==> src/logic/srfsd_pkg.sv <==
// Constants, register map and types for the radio data-processing front end.
// Assumes a single 25 MHz core clock; all pins arrive asynchronously.
package srfsd_pkg;

    // ----------------------------------------------------------------
    // Clock and modem timing
    // ----------------------------------------------------------------
    localparam int CLK_HZ = 25_000_000;
    localparam int BIT_RATE_BPS = 4800;
    localparam int BIT_CYCLES_DFLT = CLK_HZ / BIT_RATE_BPS;

    // ----------------------------------------------------------------
    // Queue geometry
    // ----------------------------------------------------------------
    localparam int QUEUE_DEPTH = 64;
    localparam int QUEUE_AW = 6;
    localparam logic [6:0] QUEUE_FULL_COUNT = 7'h40;

    // ----------------------------------------------------------------
    // Register addresses (7-bit serial address space)
    // ----------------------------------------------------------------
    localparam logic [6:0] FIFO_ADDR = 7'h00;
    localparam logic [6:0] PATTERN_CONFIG_ADDR = 7'h27;
    localparam logic [6:0] PATTERN_FIRST_BYTE_ADDR = 7'h28;
    localparam logic [6:0] QUEUE_THRESHOLD_ADDR = 7'h35;
    localparam logic [6:0] FLAGS_ADDR = 7'h3e;

    // ----------------------------------------------------------------
    // Field positions and reset values
    // ----------------------------------------------------------------
    localparam int PATTERN_ENABLE_BIT = 4;
    localparam int PATTERN_LENGTH_LSB = 0;
    localparam int QUEUE_THRESHOLD_LSB = 0;
    localparam int FLAG_OVERRUN_BIT = 4;
    localparam logic [7:0] REG_RESET = 8'h00;
    localparam logic [7:0] PATTERN_CONFIG_RESET = 8'h13;
    localparam logic [7:0] QUEUE_THRESHOLD_RESET = 8'h0f;

    // ----------------------------------------------------------------
    // Types
    // ----------------------------------------------------------------
    typedef enum logic [1:0] {
        MODE_SLEEP,
        MODE_STDBY,
        MODE_TX,
        MODE_RX
    } srfsd_mode_t;

    typedef enum logic [1:0] {
        SPI_IDLE,
        SPI_ADDR,
        SPI_DATA
    } srfsd_spi_state_t;

    typedef struct packed {
        logic queue_empty_flag;
        logic queue_full_flag;
        logic queue_overrun_flag;
        logic queue_level_flag;
    } srfsd_qstat_t;

endpackage

==> src/logic/srfsd_top.sv <==
// Serial register port, 64-byte data queue with serializer, pattern recognizer.
// Assumes host SCK well below core_clk/8 and modem clock from the demodulator.
//
// What this block does
// - Register port is a slave only, mode 0, full duplex.
// - Sample MOSI on SCK rise, drive MISO on SCK fall.
// - Frame opens on NSS falling; MISO released while NSS is high.
// - First byte: write flag then 7-bit address, MSB first.
// - Data bytes travel MSB first, MOSI for writes, MISO for reads.
// - Non-queue address increments after each data byte in a frame.
// - Queue address stays fixed; data bytes hit the queue, except writes in receive and reads in transmit.
// - NSS rising ends a frame; next frame restarts with an address.
// - A write returns the register's old value on MISO.
// - Queue is eight bits wide and 64 entries deep.
// - Serializer sends queue bytes MSB first; gathers received bits into bytes.
// - Empty flag high only with no bytes; refreshed at NSS fall.
// - Full flag high exactly when all 64 entries hold bytes.
// - Push into full queue sets overrun, drops byte; writing 1 clears both.
// - Frame-sent flag rises after the serializer's last bit.
// - Level flag re-evaluated only on queue reads or writes.
// - After full the level flag freezes until the queue empties.
// - Queue cleared or kept on mode changes per the mode table.
// - Recognizer runs only when enabled; continuous mode needs bit sync.
// - Received bit stream compared with programmed pattern, first bit to MSB.
// - Match flag clears on leaving receive or queue emptying.
// - Pattern is one to eight bytes of a 64-bit value; no zero bytes.
`timescale 1ns/100ps

module srfsd_top
    import srfsd_pkg::*;
#(
    parameter int BIT_CYCLES = BIT_CYCLES_DFLT
) (
    input wire logic core_clk,
    input wire logic rstn,
    input wire logic spi_sck,
    input wire logic spi_nss,
    input wire logic spi_mosi,
    output logic spi_miso,
    output logic spi_miso_oe,
    input wire srfsd_mode_t op_mode,
    input wire logic packet_mode,
    input wire logic bitsync_enable,
    input wire logic demod_clk,
    input wire logic demod_data,
    output logic mod_data,
    output srfsd_qstat_t queue_status,
    output logic frame_sent_flag,
    output logic pattern_match_flag
);

    // ----------------------------------------------------------------
    // Helpers
    // ----------------------------------------------------------------
    function automatic logic pattern_hit(input logic [63:0] hist, input logic [2:0] len,
                                         input logic [63:0] value);
        logic [5:0] sh;
        logic [63:0] mask;
        sh = 6'd56 - {len, 3'b000};
        mask = 64'hffff_ffff_ffff_ffff >> sh;
        return ((hist ^ (value >> sh)) & mask) == 64'h0000_0000_0000_0000;
    endfunction

    // ----------------------------------------------------------------
    // Pin synchronisers: nss, sck, mosi, demod clock, demod data
    // ----------------------------------------------------------------
    logic [4:0] sync1;
    logic [4:0] sync2;
    logic [4:0] sync3;
    logic [4:0] pin;
    logic [4:0] pin_d;
    wire [4:0] pin_in = {demod_data, demod_clk, spi_mosi, spi_sck, spi_nss};
    // Accept a change only once stages two and three agree
    wire [4:0] next_pin = (sync3 & ~(sync2 ^ sync3)) | (pin & (sync2 ^ sync3));

    always_ff @(posedge core_clk) begin
        if (!rstn) begin
            sync1 <= 5'h01;
            sync2 <= 5'h01;
            sync3 <= 5'h01;
            pin <= 5'h01;
            pin_d <= 5'h01;
        end else begin
            sync1 <= pin_in;
            sync2 <= sync1;
            sync3 <= sync2;
            pin <= next_pin;
            pin_d <= pin;
        end
    end

    wire nss_fall = pin_d[0] & ~pin[0];
    wire nss_rise = ~pin_d[0] & pin[0];
    wire sck_rise = ~pin_d[1] & pin[1];
    wire sck_fall = pin_d[1] & ~pin[1];
    wire mosi_bit = pin[2];
    wire demod_rise = ~pin_d[3] & pin[3];
    wire demod_bit = pin[4];

    // ----------------------------------------------------------------
    // Register storage and configuration decode
    // ----------------------------------------------------------------
    logic [7:0] regs [0:127];
    logic [63:0] pattern_value_field;
    wire [7:0] pattern_config_reg = regs[PATTERN_CONFIG_ADDR];
    wire [7:0] queue_threshold_reg = regs[QUEUE_THRESHOLD_ADDR];
    wire [2:0] pattern_length_field = pattern_config_reg[PATTERN_LENGTH_LSB +: 3];
    wire pattern_detect_enable = pattern_config_reg[PATTERN_ENABLE_BIT];
    wire [5:0] queue_level_threshold = queue_threshold_reg[QUEUE_THRESHOLD_LSB +: 6];

    for (genvar i = 0; i < 8; i++) begin : g_pattern
        // First pattern byte lands in the top byte of the compare value
        assign pattern_value_field[63 - 8 * i -: 8] = regs[PATTERN_FIRST_BYTE_ADDR + 7'(i)];
    end

    // ----------------------------------------------------------------
    // Serial register port
    // ----------------------------------------------------------------
    srfsd_spi_state_t spi_state;
    logic [2:0] bit_cnt;
    logic [6:0] rx_sh;
    logic [7:0] tx_sh;
    logic [6:0] addr;
    logic wnr;
    logic load_pend;

    logic [7:0] queue [0:QUEUE_DEPTH-1];
    logic [QUEUE_AW-1:0] rd_ptr;
    logic [QUEUE_AW-1:0] wr_ptr;
    logic [6:0] count;
    logic overrun;
    logic level;
    logic level_frozen;
    logic empty;

    wire [7:0] byte_in = {rx_sh, mosi_bit};
    wire byte_done = sck_rise && spi_state != SPI_IDLE && bit_cnt == 3'd7;
    wire wr_stb = byte_done && spi_state == SPI_DATA && wnr;
    wire at_fifo = addr == FIFO_ADDR;
    wire at_flags = addr == FLAGS_ADDR;
    wire spi_load = sck_fall && spi_state == SPI_DATA && load_pend;
    wire full = count == QUEUE_FULL_COUNT;
    wire [7:0] flags_byte = {2'b00, level, overrun, frame_sent_flag, pattern_match_flag,
                             full, empty};
    // old value out: read value sampled before the byte's write lands
    wire [7:0] rd_val = at_fifo ? queue[rd_ptr] : (at_flags ? flags_byte : regs[addr]);

    always_ff @(posedge core_clk) begin
        if (!rstn) begin
            spi_state <= SPI_IDLE;
            bit_cnt <= 3'd0;
            rx_sh <= 7'h00;
            tx_sh <= 8'h00;
            addr <= 7'h00;
            wnr <= 1'b0;
            load_pend <= 1'b0;
            spi_miso <= 1'b0;
        // frame end: NSS high aborts any partial byte
        end else if (nss_rise) begin
            spi_state <= SPI_IDLE;
            load_pend <= 1'b0;
        end else if (nss_fall) begin
            spi_state <= SPI_ADDR;
            bit_cnt <= 3'd0;
            tx_sh <= 8'h00;
            load_pend <= 1'b0;
            spi_miso <= 1'b0;
        end else if (spi_state != SPI_IDLE) begin
            if (sck_rise) begin
                rx_sh <= byte_in[6:0];
                bit_cnt <= bit_cnt + 3'd1;
                if (byte_done) begin
                    load_pend <= 1'b1;
                    if (spi_state == SPI_ADDR) begin
                        wnr <= byte_in[7];
                        addr <= byte_in[6:0];
                        spi_state <= SPI_DATA;
                    end else if (!at_fifo) begin
                        addr <= addr + 7'd1;
                    end
                end
            end
            // drive MISO on fall; MSB first
            if (sck_fall) begin
                if (spi_load) begin
                    load_pend <= 1'b0;
                    spi_miso <= rd_val[7];
                    tx_sh <= {rd_val[6:0], 1'b0};
                end else begin
                    spi_miso <= tx_sh[7];
                    tx_sh <= {tx_sh[6:0], 1'b0};
                end
            end
        end
    end

    assign spi_miso_oe = ~pin[0];

    always_ff @(posedge core_clk) begin
        if (!rstn) begin
            for (int i = 0; i < 128; i++) begin
                regs[i] <= REG_RESET;
            end
            regs[PATTERN_CONFIG_ADDR] <= PATTERN_CONFIG_RESET;
            regs[QUEUE_THRESHOLD_ADDR] <= QUEUE_THRESHOLD_RESET;
        end else if (wr_stb && !at_fifo && !at_flags) begin
            regs[addr] <= byte_in;
        end
    end

    // ----------------------------------------------------------------
    // Mode changes
    // ----------------------------------------------------------------
    srfsd_mode_t mode_d;
    wire mode_chg = op_mode != mode_d;
    wire in_rx = op_mode == MODE_RX;
    wire in_tx = op_mode == MODE_TX;
    // clear on idle-to-receive, receive-to-transmit, leaving transmit
    wire mode_clear = mode_chg && ((in_rx && (mode_d == MODE_SLEEP || mode_d == MODE_STDBY))
                      || (in_tx && mode_d == MODE_RX) || mode_d == MODE_TX);

    always_ff @(posedge core_clk) begin
        if (!rstn) begin
            mode_d <= MODE_SLEEP;
        end else begin
            mode_d <= op_mode;
        end
    end

    // ----------------------------------------------------------------
    // Serializer
    // ----------------------------------------------------------------
    logic [7:0] ser_byte;
    logic [2:0] ser_cnt;
    logic ser_busy;
    logic [15:0] baud;
    logic [7:0] rx_byte;
    logic [2:0] rx_cnt;
    logic rx_payload;
    logic [63:0] rx_hist;
    logic rx_new;
    logic pattern_set;

    wire baud_tick = baud == 16'(BIT_CYCLES - 1);
    // pull next byte when idle in packet transmit
    wire ser_pop = in_tx && packet_mode && !ser_busy && !empty && !mode_clear;
    wire ser_last = ser_busy && baud_tick && ser_cnt == 3'd7;
    wire rx_push = in_rx && packet_mode && rx_payload && demod_rise && rx_cnt == 3'd7;

    always_ff @(posedge core_clk) begin
        if (!rstn) begin
            ser_byte <= 8'h00;
            ser_cnt <= 3'd0;
            ser_busy <= 1'b0;
            baud <= 16'h0000;
            mod_data <= 1'b0;
            frame_sent_flag <= 1'b0;
        end else begin
            baud <= (baud_tick || !ser_busy) ? 16'h0000 : baud + 16'h0001;
            if (ser_pop) begin
                ser_byte <= queue[rd_ptr];
                ser_busy <= 1'b1;
                ser_cnt <= 3'd0;
                mod_data <= queue[rd_ptr][7];
                frame_sent_flag <= 1'b0;
            // MSB first at the bit rate
            end else if (ser_busy && baud_tick) begin
                ser_byte <= {ser_byte[6:0], 1'b0};
                // Hold the last bit so no short filler bit precedes the next byte
                if (!ser_last) begin
                    mod_data <= ser_byte[6];
                end
                ser_cnt <= ser_cnt + 3'd1;
                ser_busy <= !ser_last;
            end
            // sent once last bit is out and nothing follows
            if (ser_last && empty) begin
                frame_sent_flag <= 1'b1;
            end else if (!in_tx) begin
                frame_sent_flag <= 1'b0;
                ser_busy <= 1'b0;
            end
        end
    end

    // rolling history, newest bit in the LSB
    always_ff @(posedge core_clk) begin
        if (!rstn) begin
            rx_hist <= 64'h0000_0000_0000_0000;
            rx_new <= 1'b0;
            rx_byte <= 8'h00;
            rx_cnt <= 3'd0;
            rx_payload <= 1'b0;
        end else begin
            rx_new <= demod_rise && in_rx;
            if (demod_rise && in_rx) begin
                rx_hist <= {rx_hist[62:0], demod_bit};
            end
            if (!in_rx) begin
                rx_payload <= 1'b0;
                rx_cnt <= 3'd0;
            end else if (pattern_set) begin
                rx_payload <= 1'b1;
                rx_cnt <= 3'd0;
            end else if (rx_payload && demod_rise) begin
                rx_byte <= {rx_byte[6:0], demod_bit};
                rx_cnt <= rx_cnt + 3'd1;
            end
        end
    end

    // ----------------------------------------------------------------
    // Pattern recognizer
    // ----------------------------------------------------------------
    // bit sync needed only outside packet operation
    wire detect_on = pattern_detect_enable && (packet_mode || bitsync_enable);
    // compare length from config; one to eight bytes
    assign pattern_set = rx_new && detect_on && !rx_payload
                         && pattern_hit(rx_hist, pattern_length_field, pattern_value_field);

    // ----------------------------------------------------------------
    // Data queue
    // ----------------------------------------------------------------
    // queue address writes append; reads pop at byte load
    wire host_push = wr_stb && at_fifo && !in_rx;
    wire spi_pop = spi_load && !wnr && at_fifo && !in_tx && !empty;
    wire push_req = host_push || rx_push;
    wire push_ok = push_req && !full;
    wire pop = spi_pop || ser_pop;
    // write one to clear overrun and the queue
    wire ovr_clear = wr_stb && at_flags && byte_in[FLAG_OVERRUN_BIT];
    wire queue_clear = mode_clear || ovr_clear;
    wire [6:0] next_count = count + {6'd0, push_ok} - {6'd0, pop};
    wire went_empty = pop && next_count == 7'd0;

    always_ff @(posedge core_clk) begin
        if (push_ok) begin
            queue[wr_ptr] <= rx_push ? {rx_byte[6:0], demod_bit} : byte_in;
        end
    end

    always_ff @(posedge core_clk) begin
        if (!rstn || queue_clear) begin
            rd_ptr <= '0;
            wr_ptr <= '0;
            count <= 7'd0;
            level <= 1'b0;
            level_frozen <= 1'b0;
        end else begin
            rd_ptr <= rd_ptr + QUEUE_AW'(pop);
            wr_ptr <= wr_ptr + QUEUE_AW'(push_ok);
            count <= next_count;
            // level moves only on queue traffic
            if ((push_ok || pop) && !level_frozen) begin
                level <= next_count > {1'b0, queue_level_threshold};
            end
            if (next_count == QUEUE_FULL_COUNT) begin
                level_frozen <= 1'b1;
            end else if (next_count == 7'd0) begin
                level_frozen <= 1'b0;
                level <= 1'b0;
            end
        end
    end

    always_ff @(posedge core_clk) begin
        if (!rstn) begin
            overrun <= 1'b0;
            empty <= 1'b1;
            pattern_match_flag <= 1'b0;
        end else begin
            // drop and flag; a new overrun beats the clear
            if (push_req && full) begin
                overrun <= 1'b1;
            end else if (ovr_clear) begin
                overrun <= 1'b0;
            end
            // refresh on NSS fall and on queue changes
            if (queue_clear) begin
                empty <= 1'b1;
            end else if (nss_fall || push_ok || pop) begin
                empty <= next_count == 7'd0;
            end
            // cleared on leaving receive or emptying; set wins
            if (pattern_set) begin
                pattern_match_flag <= 1'b1;
            end else if (!in_rx || went_empty) begin
                pattern_match_flag <= 1'b0;
            end
        end
    end

    assign queue_status = '{queue_empty_flag: empty, queue_full_flag: full,
                            queue_overrun_flag: overrun, queue_level_flag: level};

endmodule // srfsd_top

==> config.mk <==
export PLATFORM = sky130hd
export DESIGN_NAME = srfsd_top
export DESIGN_NICKNAME = d
export VERILOG_FILES = /design/src/logic/srfsd_pkg.sv /design/src/logic/srfsd_top.sv
export SDC_FILE = /design/constraint.sdc
export NUM_CORES = 2
export LEC_CHECK = 0
export BUFFER_PORTS_ARGS = -buffer_cell sky130_fd_sc_hd__buf_2
export CAP_MARGIN = 10
export CELL_PAD_IN_SITES_DETAIL_PLACEMENT = 1
export CELL_PAD_IN_SITES_GLOBAL_PLACEMENT = 2
export CORE_MARGIN = 2
export CORE_UTILIZATION = 47
export DETAILED_ROUTE_END_ITERATION = 12
export HOLD_SLACK_MARGIN = 0.02
export PLACE_DENSITY_LB_ADDON = 0.1
export SYNTH_ARGS = -nofsm -noshare
export SYNTH_HDL_FRONTEND = slang
export SYNTH_SLANG_ARGS = --single-unit
==> constraint.sdc <==
create_clock -name core_clk -period 5.4 [get_ports core_clk]
set_input_delay 0.81 -clock core_clk [delete_from_list [all_inputs] [get_ports core_clk]]
set_output_delay 0.81 -clock core_clk [all_outputs]
set_load 0.03 [all_outputs]
==> summary.txt <==
Synthesis
  • Sequential fraction of the synthesis area: 66.0%
  • Yosys warnings: 0
  • Synth unique cells: 85
  • Post-synth EDFFs: 1536
  • Mapped Cells: 5241
  • Yosys top cell by area: edfxtp_1
  • Area share of the largest cell type after synthesis: approximately three fifths
  • Syn Nets: approximately 5300
  • Synth Flop Type: edfxtp_1
  • #FFs+latches synth: 1726
  • FFs w/ async S/R, synth: 0%
  • Synth Area per Inst: about 14 um2
  • Synth top area cells: edfxtp_1, mux4_2, nor2_1
  • Synth Cell Area: 75600 um2

Worst setup path
  • CP Class: reg -> reg
  • CP arrival: 5.49 ns
  • Worst reg-to-reg path cell count: 22
  • Worst Path Required: 6.11 ns
  • CP endpoint kind: flop
  • CP startpoint kind: flop
  • Critical Path Fanout Max: 10

Clock tree
  • CTS tree: built
  • Worst skew pair latency: 0.84 ns
  • CTS H-tree depth: 4
  • CTS Sinks: 1726
  • Clock transition at path regs: roughly 0.060 ns
  • Max clock buf depth: 3
  • Post-CTS Resized: 0
  • Clock root buffer: clkbuf_16
  • Post-CTS Setup Repair Bufs: 0
  • Post-CTS Hold Buffers: 0
  • Num CTS Buffers: 185

GRT
  • Vias in the first global route: approximately 46000
  • Initial antenna violation count: 7
  • Largest net degree at the start of global routing: 100
  • First-pass GRT wire length: 323 mm
  • Total Routing Usage GR: a little over a quarter
  • Gr ovfl total: 0

Run
  • Max-cap violations: 0

Timing
  • Slew @ Worst Pin: 1.08 ns
  • Max Slew Vio Count: 0
  • Final period util: between 80% and 90%
  • Setup TNS: 0 ns
  • Fmax: approximately 210 MHz
  • Final setup fails: 0
  • Clk_skew: 0.0386 ns
  • Rel. slew slack: between 20% and 30%
  • Hold Fails Final Rpt: 0
  • RSZ-0062 raised after global routing: false
  • Minimum clock period: 4.78 ns

Placed design
  • Post-placement cell count: 7129
  • GP Congestion: 0.839
  • IO buf count: 19
  • Post-detail-place hpwl: 140 mm

Pwr
  • Pwr/cell area: ~340 nW/um2
  • Max VDD drop: 369 uV
  • Leak: 27.9 nW

Final layout
  • Final non-filler cell total: around 7500
  • # nets final: 5199
  • Share of layout cells above drive strength 1: 17.5%
  • Area Growth Syn to Fin: 11.3%
  • Fillers: between 15000 and 20000

Detailed routing
  • Antenna Violating Nets Remaining: 0
  • WL per Instance: 29.2 um
  • Drt pass-1 iters: 5
  • Initial drt markers: 4598
  • Routed WL: 218 mm
  • Via count: 45200
  • Remaining DRCs: 0
  • Vias/cell: 6.06

Min path
  • Hold Path Stages: 2
  • HP Class: in -> reg

Die
  • Row cnt: 147
  • Die area: 164000 um2
  • Core ar.: 160000 um2
  • Initial Util: 47.2%
  • Die H: 405 um
  • IO Pins: 20
  • Die width: 405 um

Status
  • Run status: completed
kinds of logic (layout without fill, tap and decap cells):
| kind of cell | Yosys count | after routing | share of synthesized area (%) |
|---|---|---|---|
| flops | 1726 | 1726 | 66.0 |
| compound gates | 376 | 376 | 3.30 |
| other cells | 0 | 1 | 0 |
| xor+xnor | 98 | 98 | 1.13 |
| buf+inv | 449 | 516 | 2.63 |
| mux | 618 | 618 | 15.6 |
| simple gates | 1942 | 1942 | 10.8 |
| fa+ha+maj | 32 | 32 | 0.539 |
through the flow:
step | setup slack (ns) | util [%] | instance area, um2 | hold WS, ns | power, mW
2_1_floorplan | 0.639 | - | 75600 | 0.386 | 15.7
3_3_place_gp | 0.449 | 48.7 | 78000 | 0.419 | 16.0
3_5_place_dp | 0.439 | 48.7 | 78000 | 0.423 | 16.0
4_1_cts | 0.614 | 52.5 | 84200 | 0.133 | 28.9
5_1_grt | 0.144 | 52.5 | 84200 | 0.160 | 29.5
6_report | 0.622 | 52.5 | 84200 | 0.193 | 28.7
power breakdown:
group	switching (mW)	total, mW	internal (mW)
logic	0.477	0.761	0.284
clock network	5.53	13.0	7.42
registers	0.181	15.0	14.8
total	6.19	28.7	22.5
flip-flops by register name, indices dropped and copies added, names as in the netlist, 16 cells and up, named ones only:
signal,cells
queue,512
rx_hist,64
baud,16
regs,1024
synthesized netlist by cell type, drive strengths merged, types with 4 or more instances:
cell type / number
nor4: 12
a221oi: 6
nand3b: 7
o221ai: 40
ha: 31
a21o: 6
mux2: 19
or3: 7
a31oi: 18
nor3b: 4
nor3: 26
and2: 22
a211oi: 36
a22oi: 13
o22ai: 27
xor2: 39
buf: 143
a2111oi: 4
o31ai: 8
clkbuf: 260
dfxtp: 190
or2: 11
nand2b: 16
inv: 46
nand4: 14
nand3: 63
a21oi: 133
nor2: 1167
o21ai: 36
mux4: 445
mux2i: 154
edfxtp: 1536
nand2: 433
and3: 124
o2111ai: 8
nor4bb: 7
xnor2: 59
nor2b: 19
o211ai: 5
layout make-up:
cell class                 instances  area [um2]  share of cell area [%]
inverter                          46         173                   0.205
sequential                      1726       50000                    59.3
clock inverter                   110        1310                    1.56
clock buffer                     229        4910                    5.83
tap                             2160        2700                    3.21
multi-input combinational       3066       23900                    28.3
timing repair buffer             131        1270                    1.51
antenna                            1        2.50                 0.00297
cell usage in the layout (no fill, tap or decap), types with 86 or more instances in the layout:
cell,netlist,layout
buf_4,22,86
nand2_1,431,427
and3_1,124,124
a21oi_1,133,133
clkbuf_16,0,187
mux4_2,445,445
edfxtp_1,1536,1536
nor2_1,1162,1157
mux2i_1,150,150
dfxtp_1,190,181
critical path: stages (launching register included):
cell      delay [ns]
dfxtp_1         0.39
nor4_1          0.58
and3b_1         0.35
a31o_2          0.20
nor2b_1         0.16
inv_1           0.08
ha_1            0.19
inv_1           0.09
ha_1            0.23
a21o_1          0.18
a21oi_1         0.23
o21bai_1        0.09
a21oi_1         0.18
xnor2_1         0.20
inv_1           0.08
ha_1            0.30
and3_1          0.19
nand3_1         0.10
o21ai_0         0.12
o22ai_1         0.18
o22ai_1         0.10
and3_1          0.19
nor4_1          0.24
final timing paths:
check,end,startpoint,slack [ns]
max,level$_SDFF_PP0_,addr[3]$_SDFFE_PN0P_,0.62
min,sync1[0]$_SDFF_PN1_,spi_nss,0.19
max reg2reg,level$_SDFF_PP0_,addr[3]$_SDFFE_PN0P_,0.62
min reg2reg,sync2[3]$_SDFF_PN0_,sync1[3]$_SDFF_PN0_,0.43
metal layers:
layer | track usage [%] | wire, um
met5 | 0 | 0
met4 | 7.07 | 5430
met3 | 3.81 | 13200
met2 | 42.8 | 104000
met1 | 39.0 | 95600
(Power assumes the default switching activity.)
